**src/shared/swcc_pkg.sv**
```systemverilog
// constants for the sleep/wake chip configuration block
package swcc_pkg;

localparam int NREG = 27;
localparam int AW = 8;

localparam logic [AW-1:0] REG_OFFSET [NREG] = '{
    8'h00, 8'h04, 8'h0c, 8'h10, 8'h14, 8'h18, 8'h1c,
    8'h24, 8'h28, 8'h30, 8'h44, 8'h48, 8'h4c, 8'h50,
    8'h54, 8'h58, 8'h5c, 8'h60, 8'h64, 8'h68, 8'h6c,
    8'h70, 8'h74, 8'h78, 8'h7c, 8'h84, 8'h88};

localparam logic [31:0] REG_RESET [NREG] = '{
    32'h001e1e00, 32'h80000000, 32'h00000000, 32'h00000011,
    32'h03de0000, 32'h00000000, 32'h33120e00, 32'h02ba187f,
    32'h00ba087f, 32'h00010000, 32'h00000000, 32'h00000000,
    32'h00000000, 32'h00000000, 32'h00000000, 32'h00000000,
    32'h00000000, 32'h77770000, 32'hff7fff7f, 32'h77777777,
    32'h77777700, 32'h7d777777, 32'h77777770, 32'h07070707,
    32'h0f070700, 32'h07070707, 32'h0f070700};

localparam int IDX_CTRL = 0;
localparam int IDX_STAT = 1;
localparam int IDX_PINSEL = 2;
localparam int IDX_WAKE = 9;

// general control fields
localparam logic [31:0] CTRL_WMASK = 32'hefdf1fc0;
localparam int C_PLL_UNLOCK_RESET_MASK = 31;
localparam int C_DBG_MSK = 30;
localparam int C_WATCHDOG_RESET_MASK = 29;
localparam int C_TMR3 = 26;
localparam int C_TMR2 = 24;
localparam int C_TMR1 = 22;
localparam int C_INT2 = 16;
localparam int C_INT1 = 8;
localparam int C_PORT2 = 6;

// general status fields
localparam int S_PLL = 31;
localparam int S_DBG = 30;
localparam int S_WDT = 29;
localparam int S_OVR = 28;
localparam int S_WAKE = 27;
localparam int S_UNLOCK = 1;
localparam int S_RAWLOCK = 0;

// wake-up control fields
localparam logic [31:0] WAKE_WMASK = 32'h0001013e;
localparam int W_SLEEP = 0;
localparam int W_WAIT = 1;
localparam int W_CGATE = 2;
localparam int W_BGATE = 3;
localparam int W_BYP = 4;
localparam int W_AUTOX = 8;
localparam int W_FORCEX = 9;
localparam int W_RSTENA = 16;
localparam int W_ASLEEP = 24;
localparam int W_BYPACT = 25;

localparam int NGPIO = 30;
localparam logic [4:0] SEL_ZERO = 5'h1e;
localparam logic [4:0] SEL_ONE = 5'h1f;
localparam logic [1:0] BYP_NONE = 2'h0;
localparam logic [1:0] BYP_01 = 2'h1;
localparam logic [1:0] BYP_02 = 2'h2;
localparam logic [1:0] BYP_12 = 2'h3;

typedef enum logic [2:0] {
    SWCC_IDLE, SWCC_WAIT_CORE, SWCC_GATE, SWCC_BYPASS,
    SWCC_SLEEP, SWCC_WAKE_CLK, SWCC_WAKE_RST, SWCC_WAKE_BYP
} swcc_state_t;

endpackage

```
**src/rtl/swcc_top.sv**
```systemverilog
// sleep/wake sequencer and chip configuration registers
`timescale 1ns/1ps
`default_nettype none

module swcc_top (
    input wire logic CLOCK,
    input wire logic RST_N,
    input wire logic PSEL,
    input wire logic PENABLE,
    input wire logic PWRITE,
    input wire logic [7:0] PADDR,
    input wire logic [31:0] PWDATA,
    output logic [31:0] PRDATA,
    output logic PREADY,
    output logic PSLVERR,
    input wire logic FUSE_CUSTOM,
    input wire logic [31:0] FUSE_CONTROL,
    input wire logic [31:0] FUSE_PIN_SELECT,
    input wire logic CORE_WAIT_DONE,
    input wire logic FAST_INTERRUPT_OUT_N,
    input wire logic STANDBY_N,
    input wire logic PLL_UNLOCK,
    input wire logic PLL_RAW_LOCK,
    input wire logic DEBUG_UNIT_RESET_REQUEST,
    input wire logic WATCHDOG_TIMEOUT,
    input wire logic [29:0] GPIO_IN,
    input wire logic [2:0] AUDIO_PIN_RX,
    input wire logic [2:0] AUDIO_CORE_TX,
    output logic [2:0] AUDIO_PIN_TX,
    output logic AUDIO_PORT_ENABLE,
    output logic CORE_CLOCK_EN,
    output logic SYSTEM_BUS_CLOCK_EN,
    output logic WARM_RESET,
    output logic CLOCK_SOURCE_OVERRIDE,
    output logic SLEEPING,
    output logic [1:0] TIMER1_TRIGGER_SELECT,
    output logic [1:0] TIMER2_TRIGGER_SELECT,
    output logic [1:0] TIMER3_TRIGGER_SELECT,
    output logic [1:0] PORT2_FUNCTION_SELECT,
    output logic CORE_PIN_INT1,
    output logic CORE_PIN_INT2,
    output logic [31:0] PIN_FUNCTION_SELECT
);

logic [31:0] store_reg [swcc_pkg::NREG];
logic [31:0] status_reg;
logic [31:0] wake_reg;
logic fuse_pending_reg;
logic [31:0] prdata_reg;
logic pready_reg;
logic pslverr_reg;
logic hit;
logic [4:0] hit_idx;
logic [31:0] rd_value;
logic setup;
logic wr;
logic sleep_cmd;
logic force_exit_cmd;
swcc_pkg::swcc_state_t state_reg;
swcc_pkg::swcc_state_t state_next;
logic core_en_reg;
logic bus_en_reg;
logic [1:0] bypass_reg;
logic warm_reg;
logic [2:0] src_prev_reg;
logic [2:0] src_event;
logic pll_warm;
logic wake_warm;
logic sb_meta_reg;
logic sb_sync_reg;
logic [29:0] gpio_meta_reg;
logic [29:0] gpio_sync_reg;
logic [2:0] rx_meta_reg;
logic [2:0] rx_sync_reg;
logic [2:0] pin_tx_reg;
logic port_en_reg;
logic int1_reg;
logic int2_reg;
logic gated;
logic wake_hit;
logic sleeping_reg;

// bus: no wait state, read data captured in the setup phase
assign setup = PSEL & ~PENABLE;
assign wr = PSEL & PENABLE & PWRITE & pready_reg & hit;

always_comb begin
    hit = 1'b0;
    hit_idx = 5'h0;
    for (int i = 0; i < swcc_pkg::NREG; i++) begin
        if (PADDR == swcc_pkg::REG_OFFSET[i]) begin
            hit = 1'b1;
            hit_idx = 5'(i);
        end
    end
end

always_comb begin
    if (!hit) begin
        rd_value = 32'h0;
    end else if (hit_idx == 5'(swcc_pkg::IDX_STAT)) begin
        rd_value = status_reg;
    end else if (hit_idx == 5'(swcc_pkg::IDX_WAKE)) begin
        rd_value = wake_reg & swcc_pkg::WAKE_WMASK;
        rd_value[swcc_pkg::W_ASLEEP] = (state_reg == swcc_pkg::SWCC_SLEEP);
        rd_value[swcc_pkg::W_BYPACT] = (bypass_reg != swcc_pkg::BYP_NONE);
    end else begin
        rd_value = store_reg[hit_idx];
    end
end

always_ff @(posedge CLOCK) begin
    if (!RST_N) begin
        pready_reg <= 1'b0;
        prdata_reg <= 32'h0;
        pslverr_reg <= 1'b0;
    end else begin
        pready_reg <= setup;
        // error stands only in the access cycle, together with ready
        pslverr_reg <= setup & ~hit;
        if (setup) begin
            prdata_reg <= PWRITE ? 32'h0 : rd_value;
        end
    end
end

assign PRDATA = prdata_reg;
assign PREADY = pready_reg;
assign PSLVERR = pslverr_reg;

// strap-like fuse values are taken one cycle after reset release
always_ff @(posedge CLOCK) begin
    if (!RST_N) begin
        fuse_pending_reg <= 1'b1;
    end else begin
        fuse_pending_reg <= 1'b0;
    end
end

// plain storage; status and wake-up have their own logic below
for (genvar g = 0; g < swcc_pkg::NREG; g++) begin : g_store
    if (g == swcc_pkg::IDX_STAT || g == swcc_pkg::IDX_WAKE) begin : g_spec
        assign store_reg[g] = 32'h0;
    end else begin : g_plain
        always_ff @(posedge CLOCK) begin
            if (!RST_N) begin
                store_reg[g] <= swcc_pkg::REG_RESET[g];
            end else if (fuse_pending_reg && FUSE_CUSTOM &&
                         g == swcc_pkg::IDX_CTRL) begin
                store_reg[g] <= FUSE_CONTROL & swcc_pkg::CTRL_WMASK;
            end else if (fuse_pending_reg && FUSE_CUSTOM &&
                         g == swcc_pkg::IDX_PINSEL) begin
                store_reg[g] <= FUSE_PIN_SELECT;
            end else if (wr && hit_idx == 5'(g)) begin
                if (g == swcc_pkg::IDX_CTRL) begin
                    store_reg[g] <= PWDATA & swcc_pkg::CTRL_WMASK;
                end else begin
                    store_reg[g] <= PWDATA;
                end
            end
        end
    end
end

// wake-up control: request and force-exit are write-one strobes
assign sleep_cmd = wr && hit_idx == 5'(swcc_pkg::IDX_WAKE)
                   && PWDATA[swcc_pkg::W_SLEEP];
assign force_exit_cmd = wr && hit_idx == 5'(swcc_pkg::IDX_WAKE)
                        && PWDATA[swcc_pkg::W_FORCEX];

always_ff @(posedge CLOCK) begin
    if (!RST_N) begin
        wake_reg <= swcc_pkg::REG_RESET[swcc_pkg::IDX_WAKE];
    end else if (wr && hit_idx == 5'(swcc_pkg::IDX_WAKE)) begin
        wake_reg <= PWDATA & swcc_pkg::WAKE_WMASK;
    end
end

// warm reset sources act on their rising edge only
assign src_event = {PLL_UNLOCK, DEBUG_UNIT_RESET_REQUEST, WATCHDOG_TIMEOUT}
                   & ~src_prev_reg;
assign pll_warm = src_event[2]
                  & ~store_reg[swcc_pkg::IDX_CTRL][swcc_pkg::C_PLL_UNLOCK_RESET_MASK];
assign wake_warm = (state_reg == swcc_pkg::SWCC_WAKE_RST)
                   & wake_reg[swcc_pkg::W_RSTENA];

always_ff @(posedge CLOCK) begin
    if (!RST_N) begin
        src_prev_reg <= 3'h0;
        warm_reg <= 1'b0;
    end else begin
        src_prev_reg <= {PLL_UNLOCK, DEBUG_UNIT_RESET_REQUEST,
                         WATCHDOG_TIMEOUT};
        warm_reg <= pll_warm
            | (src_event[1] & ~store_reg[swcc_pkg::IDX_CTRL][swcc_pkg::C_DBG_MSK])
            | (src_event[0] & ~store_reg[swcc_pkg::IDX_CTRL][swcc_pkg::C_WATCHDOG_RESET_MASK])
            | wake_warm;
    end
end

// sticky flags: a new event in the clearing cycle keeps the flag set
always_ff @(posedge CLOCK) begin
    if (!RST_N) begin
        status_reg <= swcc_pkg::REG_RESET[swcc_pkg::IDX_STAT];
    end else begin
        if (wr && hit_idx == 5'(swcc_pkg::IDX_STAT)) begin
            for (int b = swcc_pkg::S_WAKE; b <= swcc_pkg::S_PLL; b++) begin
                if (PWDATA[b]) begin
                    status_reg[b] <= 1'b0;
                end
            end
        end
        if (PLL_UNLOCK) begin
            status_reg[swcc_pkg::S_PLL] <= 1'b1;
        end
        if (DEBUG_UNIT_RESET_REQUEST) begin
            status_reg[swcc_pkg::S_DBG] <= 1'b1;
        end
        if (WATCHDOG_TIMEOUT) begin
            status_reg[swcc_pkg::S_WDT] <= 1'b1;
        end
        if (pll_warm) begin
            status_reg[swcc_pkg::S_OVR] <= 1'b1;
        end
        if (wake_warm) begin
            status_reg[swcc_pkg::S_WAKE] <= 1'b1;
        end
        status_reg[swcc_pkg::S_UNLOCK] <= PLL_UNLOCK;
        status_reg[swcc_pkg::S_RAWLOCK] <= PLL_RAW_LOCK;
    end
end

// pins from outside the clock domain
always_ff @(posedge CLOCK) begin
    if (!RST_N) begin
        sb_meta_reg <= 1'b1;
        sb_sync_reg <= 1'b1;
        gpio_meta_reg <= 30'h0;
        gpio_sync_reg <= 30'h0;
        rx_meta_reg <= 3'h0;
        rx_sync_reg <= 3'h0;
    end else begin
        sb_meta_reg <= STANDBY_N;
        sb_sync_reg <= sb_meta_reg;
        gpio_meta_reg <= GPIO_IN;
        gpio_sync_reg <= gpio_meta_reg;
        rx_meta_reg <= AUDIO_PIN_RX;
        rx_sync_reg <= rx_meta_reg;
    end
end

// once any clock is gated the interrupt unit is frozen, so standby alone
assign gated = wake_reg[swcc_pkg::W_CGATE] | wake_reg[swcc_pkg::W_BGATE];
assign wake_hit = gated ? ~sb_sync_reg : ~FAST_INTERRUPT_OUT_N;

// sleep request never touches the core; it idles on its own instruction
always_comb begin
    state_next = state_reg;
    case (state_reg)
        swcc_pkg::SWCC_IDLE: begin
            if (sleep_cmd) begin
                // the wait enable may arrive in the very write that requests sleep
                state_next = PWDATA[swcc_pkg::W_WAIT]
                             ? swcc_pkg::SWCC_WAIT_CORE : swcc_pkg::SWCC_GATE;
            end
        end
        swcc_pkg::SWCC_WAIT_CORE: begin
            if (CORE_WAIT_DONE) begin
                state_next = swcc_pkg::SWCC_GATE;
            end
        end
        swcc_pkg::SWCC_GATE: state_next = swcc_pkg::SWCC_BYPASS;
        swcc_pkg::SWCC_BYPASS: state_next = swcc_pkg::SWCC_SLEEP;
        swcc_pkg::SWCC_SLEEP: begin
            if (wake_hit) begin
                state_next = swcc_pkg::SWCC_WAKE_CLK;
            end
        end
        swcc_pkg::SWCC_WAKE_CLK: state_next = swcc_pkg::SWCC_WAKE_RST;
        swcc_pkg::SWCC_WAKE_RST: state_next = swcc_pkg::SWCC_WAKE_BYP;
        swcc_pkg::SWCC_WAKE_BYP: state_next = swcc_pkg::SWCC_IDLE;
        default: state_next = swcc_pkg::SWCC_IDLE;
    endcase
end

always_ff @(posedge CLOCK) begin
    if (!RST_N) begin
        state_reg <= swcc_pkg::SWCC_IDLE;
        sleeping_reg <= 1'b0;
    end else begin
        state_reg <= state_next;
        sleeping_reg <= (state_next == swcc_pkg::SWCC_SLEEP);
    end
end

always_ff @(posedge CLOCK) begin
    if (!RST_N) begin
        core_en_reg <= 1'b1;
        bus_en_reg <= 1'b1;
    end else if (state_reg == swcc_pkg::SWCC_GATE) begin
        core_en_reg <= ~wake_reg[swcc_pkg::W_CGATE];
        bus_en_reg <= ~wake_reg[swcc_pkg::W_BGATE];
    end else if (state_reg == swcc_pkg::SWCC_WAKE_CLK) begin
        core_en_reg <= 1'b1;
        bus_en_reg <= 1'b1;
    end
end

// bypass applied last on entry, left last on wake
always_ff @(posedge CLOCK) begin
    if (!RST_N) begin
        bypass_reg <= swcc_pkg::BYP_NONE;
    end else if (state_reg == swcc_pkg::SWCC_BYPASS) begin
        bypass_reg <= wake_reg[swcc_pkg::W_BYP +: 2];
    end else if (force_exit_cmd) begin
        bypass_reg <= swcc_pkg::BYP_NONE;
    end else if (state_reg == swcc_pkg::SWCC_WAKE_BYP
                 && wake_reg[swcc_pkg::W_AUTOX]) begin
        bypass_reg <= swcc_pkg::BYP_NONE;
    end
end

// loop-through adds the synchroniser latency; fine for slow audio bits
always_ff @(posedge CLOCK) begin
    if (!RST_N) begin
        pin_tx_reg <= 3'h0;
        port_en_reg <= 1'b1;
    end else begin
        port_en_reg <= (bypass_reg == swcc_pkg::BYP_NONE);
        pin_tx_reg <= AUDIO_CORE_TX;
        case (bypass_reg)
            swcc_pkg::BYP_01: begin
                pin_tx_reg[0] <= rx_sync_reg[1];
                pin_tx_reg[1] <= rx_sync_reg[0];
            end
            swcc_pkg::BYP_02: begin
                pin_tx_reg[0] <= rx_sync_reg[2];
                pin_tx_reg[2] <= rx_sync_reg[0];
            end
            swcc_pkg::BYP_12: begin
                pin_tx_reg[1] <= rx_sync_reg[2];
                pin_tx_reg[2] <= rx_sync_reg[1];
            end
            default: begin
            end
        endcase
    end
end

function automatic logic pick_pin(input logic [4:0] sel,
                                  input logic [29:0] pins);
    logic r;
    r = 1'b0;
    if (sel == swcc_pkg::SEL_ONE) begin
        r = 1'b1;
    end else if (sel < swcc_pkg::SEL_ZERO) begin
        r = pins[sel];
    end
    return r;
endfunction

always_ff @(posedge CLOCK) begin
    if (!RST_N) begin
        int1_reg <= 1'b0;
        int2_reg <= 1'b0;
    end else begin
        int1_reg <= pick_pin(store_reg[swcc_pkg::IDX_CTRL][swcc_pkg::C_INT1 +: 5],
                             gpio_sync_reg);
        int2_reg <= pick_pin(store_reg[swcc_pkg::IDX_CTRL][swcc_pkg::C_INT2 +: 5],
                             gpio_sync_reg);
    end
end

assign AUDIO_PIN_TX = pin_tx_reg;
assign AUDIO_PORT_ENABLE = port_en_reg;
assign CORE_CLOCK_EN = core_en_reg;
assign SYSTEM_BUS_CLOCK_EN = bus_en_reg;
assign WARM_RESET = warm_reg;
assign CLOCK_SOURCE_OVERRIDE = status_reg[swcc_pkg::S_OVR];
assign SLEEPING = sleeping_reg;
assign TIMER1_TRIGGER_SELECT = store_reg[swcc_pkg::IDX_CTRL][swcc_pkg::C_TMR1 +: 2];
assign TIMER2_TRIGGER_SELECT = store_reg[swcc_pkg::IDX_CTRL][swcc_pkg::C_TMR2 +: 2];
assign TIMER3_TRIGGER_SELECT = store_reg[swcc_pkg::IDX_CTRL][swcc_pkg::C_TMR3 +: 2];
assign PORT2_FUNCTION_SELECT = store_reg[swcc_pkg::IDX_CTRL][swcc_pkg::C_PORT2 +: 2];
assign CORE_PIN_INT1 = int1_reg;
assign CORE_PIN_INT2 = int2_reg;
assign PIN_FUNCTION_SELECT = store_reg[swcc_pkg::IDX_PINSEL];

endmodule

`default_nettype wire

```
**config.mk**
```make
export PLATFORM = sky130hd
export DESIGN_NAME = swcc_top
export DESIGN_NICKNAME = d
export VERILOG_FILES = /design/src/shared/swcc_pkg.sv /design/src/rtl/swcc_top.sv
export SDC_FILE = /design/constraint.sdc
export NUM_CORES = 2
export LEC_CHECK = 0
export BUFFER_PORTS_ARGS = -buffer_cell sky130_fd_sc_hd__buf_4
export CAP_MARGIN = 20
export CORE_UTILIZATION = 50
export DETAILED_ROUTE_END_ITERATION = 7
export GPL_ROUTABILITY_DRIVEN = 0
export PLACE_DENSITY_LB_ADDON = 0.12
export SLEW_MARGIN = 20
export SYNTH_ARGS = -nofsm -noshare
export SYNTH_HDL_FRONTEND = slang
export SYNTH_SLANG_ARGS = --single-unit
```
**constraint.sdc**
```tcl
create_clock -name CLOCK -period 6.13 [get_ports CLOCK]
set_clock_uncertainty 0.1 [all_clocks]
set_input_delay 1.226 -clock CLOCK [delete_from_list [all_inputs] [get_ports CLOCK]]
set_output_delay 1.226 -clock CLOCK [all_outputs]
set_load 0.02 [all_outputs]
```
==> results.txt <==
The count of different cell masters after synthesis is 87. The TritonCTS buffer count was 97; the setup-violating endpoint count in the final report was 0. The relative contribution of sequential cells to total power is 46.8%, and the per-cell routed wire length is 23.8 um. Share of flip-flops with an asynchronous set or reset: 0%. After legalization and detailed placement, the total HPWL measured 92200 um. The maximum clock insertion buffer count is 3.

CTS saw 923 sinks. Clock-pin slew was measured on the worst setup and hold paths at 60 ps. For this configuration, the core starts out at a cell density of 50.5%. For this run, design rule violations remaining after detail routing come to 0. For hold timing, the worst endpoint is sb_sync_reg. The number of vias per cell after detailed routing is 6.09, and the cell-internal power is 9.84 mW. The run gives 0 as the remaining global-route overflow.

The worst setup path is launched from an input port. The number of standard cells after synthesis came out at 5359. The number of setup buffers added after CTS is 0. The worst reg-to-reg path cell count came out at 7. For the total via count in the routed design, the log shows 38900. The endpoint identified for the worst register-to-register timing path is store_reg[47]. The worst path needs 4750 ps of the cycle, external delays included.

The via count of the first global-routing pass was 35100. For the worst setup path, the data arrival time is 5270 ps. The synthesized design spends more area on one cell type than any other, namely sky130_fd_sc_hd__dfxtp_1. The initial antenna violation count is 7.

The number of flops mapped to enable cells by yosys is 0, and the number of hold-slack violations in the final timing report is 0. The final worst setup slack was 1380 ps; the total power draw was 13.0 mW. The maximum fanout along the worst path works out to 18. The die height works out to 285 um.

The worst register-to-register path begins at PREADY. In this run the mean area of a mapped cell was 7.45 sq um. Summed over all cells, the static leakage comes to 17.0 nW. The number of gates resized after CTS was 0. The global-route usage over all layers is 36.4%.

STA classifies the critical path endpoint as a flip-flop. The root buffer cell chosen for the clock tree is sky130_fd_sc_hd__clkbuf_16. Setup repair after global routing left no endpoint under its margin.

Entering global routing, the biggest net connects 198 pins. In the finished design, the share of the clock period the worst path needs comes to 77.5%. For the worst setup path, the data required time is 6650 ps.

In this run, synthesis produced a sequential element count of 923. Buffers placed on the I/O ports in this run total 226. The clock network burns 46.6% of the power. Setup total negative slack on the finished layout was measured at 0 ps. The run gives 0 as the count of pins over their slew limit.

The combined area of all synthesized cells was 0.0399 sq mm; the count of boundary I/O pins was 238. The post-synthesis sequential area ratio came out at 46.3%. The share of final-layout standard cells stronger than drive strength 1 came out at 11.2%. The switching power as a share of total power was 24.5%; the remaining max-slew budget at the tightest pin was 26.7%.

For this run, the top clock speed supported by timing is 210 MHz. Number of synthesis warnings: 0. The flow ran to the end, and the final reports show no timing, DRC or antenna violations. For the register-to-register path setup slack, the log shows 3330 ps.

The tightest min-delay check is of the flip-flop to flip-flop type. The logs give 152000 um for the final wirelength and 0.0450 sq mm for the design area. The number of flip-flops under the largest register name is 749, and the number of design-rule violations left by the first detailed-router iteration is 5192. The total cell area at the placement stage came out at 0.0418 sq mm. The width of the die was 285 um; the number of rows in the core area was 103. The hold path depth was 1; the power per cell area was 289 mW/mm^2. The fraction of post-synthesis cell area in the top cell type by area came out at 46.3%.

The first global-routing pass estimated 227000 um of wire. TritonCTS built the clock tree. The tools report the peak ir drop on the vdd network as 0.221 mV. The die footprint is 0.0810 sq mm, and the worst-margin pin slew is 1100 ps.

The tools report the final standard cell utilization of the core as 57.0%. Max-cap violations in this run came to 0. Relative to the synthesized area, the layout overhead comes to 12.8%.

The worst setup path category is input port to flip-flop. In the post-synthesis netlist, the biggest area contributors are sky130_fd_sc_hd__dfxtp_1, sky130_fd_sc_hd__nand2_1, sky130_fd_sc_hd__a21oi_1. The insertion delay to the later sink of the worst-skew pair is 670 ps, and the worst setup slack before clock tree synthesis is 833 ps. For the switching power summed over all nets, the log shows 3.20 mW.

Total nets after synthesis: 5516. In this run, post-CTS hold repair placed 0 buffers. Dominant synthesized flop cell: sky130_fd_sc_hd__dfxtp_1. Before antenna repair, the detailed router went through 6 iterations. After the last flow step, the layout net total stands at 5414. The run gives 0.0790 sq mm as the floorplan core area. The clock tree synthesis step divided the H-tree into 3 levels. In this run the most critical hold path is launched from sb_meta_reg.

In this run, the combinational gates consume 6.6% of the power. Once detail routing completed, the nets flagged for antenna violations numbered 0.
-- area by class of cell --
| class | instances | area [sq um] |
|---|---|---|
| antenna | 3 | 7.51 |
| clock buffer | 141 | 2850 |
| clock inverter | 36 | 418 |
| fill | 7397 | 34000 |
| inverter | 4 | 22.5 |
| multi-input combinational | 3873 | 19100 |
| sequential | 923 | 18500 |
| tap | 1050 | 1310 |
| timing repair buffer | 358 | 2830 |
-- worst max-delay path, stage by stage --
cell and delay (ps):
sky130_fd_sc_hd__buf_4 140, sky130_fd_sc_hd__or4_4 570, sky130_fd_sc_hd__or4_1 810, sky130_fd_sc_hd__o21a_2 300
sky130_fd_sc_hd__and3_2 400, sky130_fd_sc_hd__buf_4 280, sky130_fd_sc_hd__a21oi_1 420, sky130_fd_sc_hd__nand4_1 510
sky130_fd_sc_hd__a311oi_1 460, sky130_fd_sc_hd__a21o_1 110
-- cell usage in the layout (no fill, tap or decap), types with 9 or more instances in the layout --
cell type	count
sky130_fd_sc_hd__a211oi_1	38
sky130_fd_sc_hd__a21oi_1	639
sky130_fd_sc_hd__a221o_1	10
sky130_fd_sc_hd__a221oi_1	20
sky130_fd_sc_hd__a22oi_1	23
sky130_fd_sc_hd__a311oi_1	57
sky130_fd_sc_hd__a31oi_1	25
sky130_fd_sc_hd__a32oi_1	13
sky130_fd_sc_hd__and2_1	78
sky130_fd_sc_hd__and3_1	15
sky130_fd_sc_hd__buf_12	11
sky130_fd_sc_hd__buf_4	346
sky130_fd_sc_hd__clkbuf_1	19
sky130_fd_sc_hd__clkbuf_16	98
sky130_fd_sc_hd__clkbuf_8	24
sky130_fd_sc_hd__clkinv_2	20
sky130_fd_sc_hd__dfxtp_1	923
sky130_fd_sc_hd__mux2i_1	32
sky130_fd_sc_hd__mux4_2	18
sky130_fd_sc_hd__nand2_1	1909
sky130_fd_sc_hd__nand3_1	273
sky130_fd_sc_hd__nand4_1	17
sky130_fd_sc_hd__nor2_1	209
sky130_fd_sc_hd__nor2_2	21
sky130_fd_sc_hd__nor3_1	37
sky130_fd_sc_hd__o211ai_1	32
sky130_fd_sc_hd__o21ai_0	92
sky130_fd_sc_hd__o21ai_1	9
sky130_fd_sc_hd__o221ai_1	75
sky130_fd_sc_hd__o22ai_1	51
sky130_fd_sc_hd__o31ai_1	12
sky130_fd_sc_hd__or3_1	32
-- kinds of logic (layout without fill, tap and decap cells) --
group | Yosys count | count (layout) | share of synthesized area, %
compound gates | 1156 | 1156 | 17.7
xor+xnor | 3 | 3 | 0.0658
fa+ha+maj | 4 | 4 | 0.125
buf+inv | 563 | 539 | 6.29
flops | 923 | 923 | 46.3
mux | 55 | 55 | 1.96
other cells | 0 | 3 | 0
simple gates | 2655 | 2655 | 27.6
-- cell usage after synthesis, drive strengths merged (13+ instances only) --
cell	count
nand2	1913
dfxtp	923
a21oi	640
clkbuf	339
nand3	276
nor2	233
buf	220
o21ai	105
and2	78
o221ai	75
a311oi	57
o22ai	51
nor3	43
a211oi	39
o211ai	33
mux2i	32
or3	32
a31oi	25
a22oi	23
a221oi	20
mux4	18
nand4	17
and3	16
a32oi	13
nor4	13
-- worst max-delay path by stage --
| stage | startpoint | end | slack (ps) | depth (start not counted) |
|---|---|---|---|---|
| floorplan | PADDR[6] | PRDATA[21] | 2310 | 13 |
| global placement | PADDR[1] | PRDATA[16] | 810 | 10 |
| detailed placement | PADDR[1] | PRDATA[16] | 830 | 10 |
| CTS | PADDR[1] | PRDATA[16] | 1520 | 10 |
| global route | PADDR[3] | PRDATA[24] | 1420 | 12 |
| finish | PADDR[1] | PRDATA[16] | 1380 | 10 |
-- stage by stage --
| step | std cells | hold WS, ps |
|---|---|---|
| finish | 6388 | 319 |
| global route | 6388 | 341 |
| floorplan | 5359 | 286 |
| CTS | 6385 | 318 |
| global placement | 6208 | 292 |
| detailed placement | 6208 | 295 |
-- power groups by stage --
stage                     logic, mW  registers [mW]  clock network (mW)
after floorplan               0.496            6.21                   0
after global placement        0.835            6.23                   0
after detailed placement      0.835            6.23                   0
after CTS                     0.837            6.10                6.12
after global routing          0.889            6.10                6.39
final                         0.858            6.10                6.08
-- per-layer routing --
metal  up-vias  GRT usage [%]  share of wire (%)
met3       288           6.59                 11
li1      17800              -                  -
met1     18600           51.0                 41
met2      2166           55.1                 44
met5         -              0              0.022
met4         4           14.7                3.5
Power figures use the tool's default switching activity.
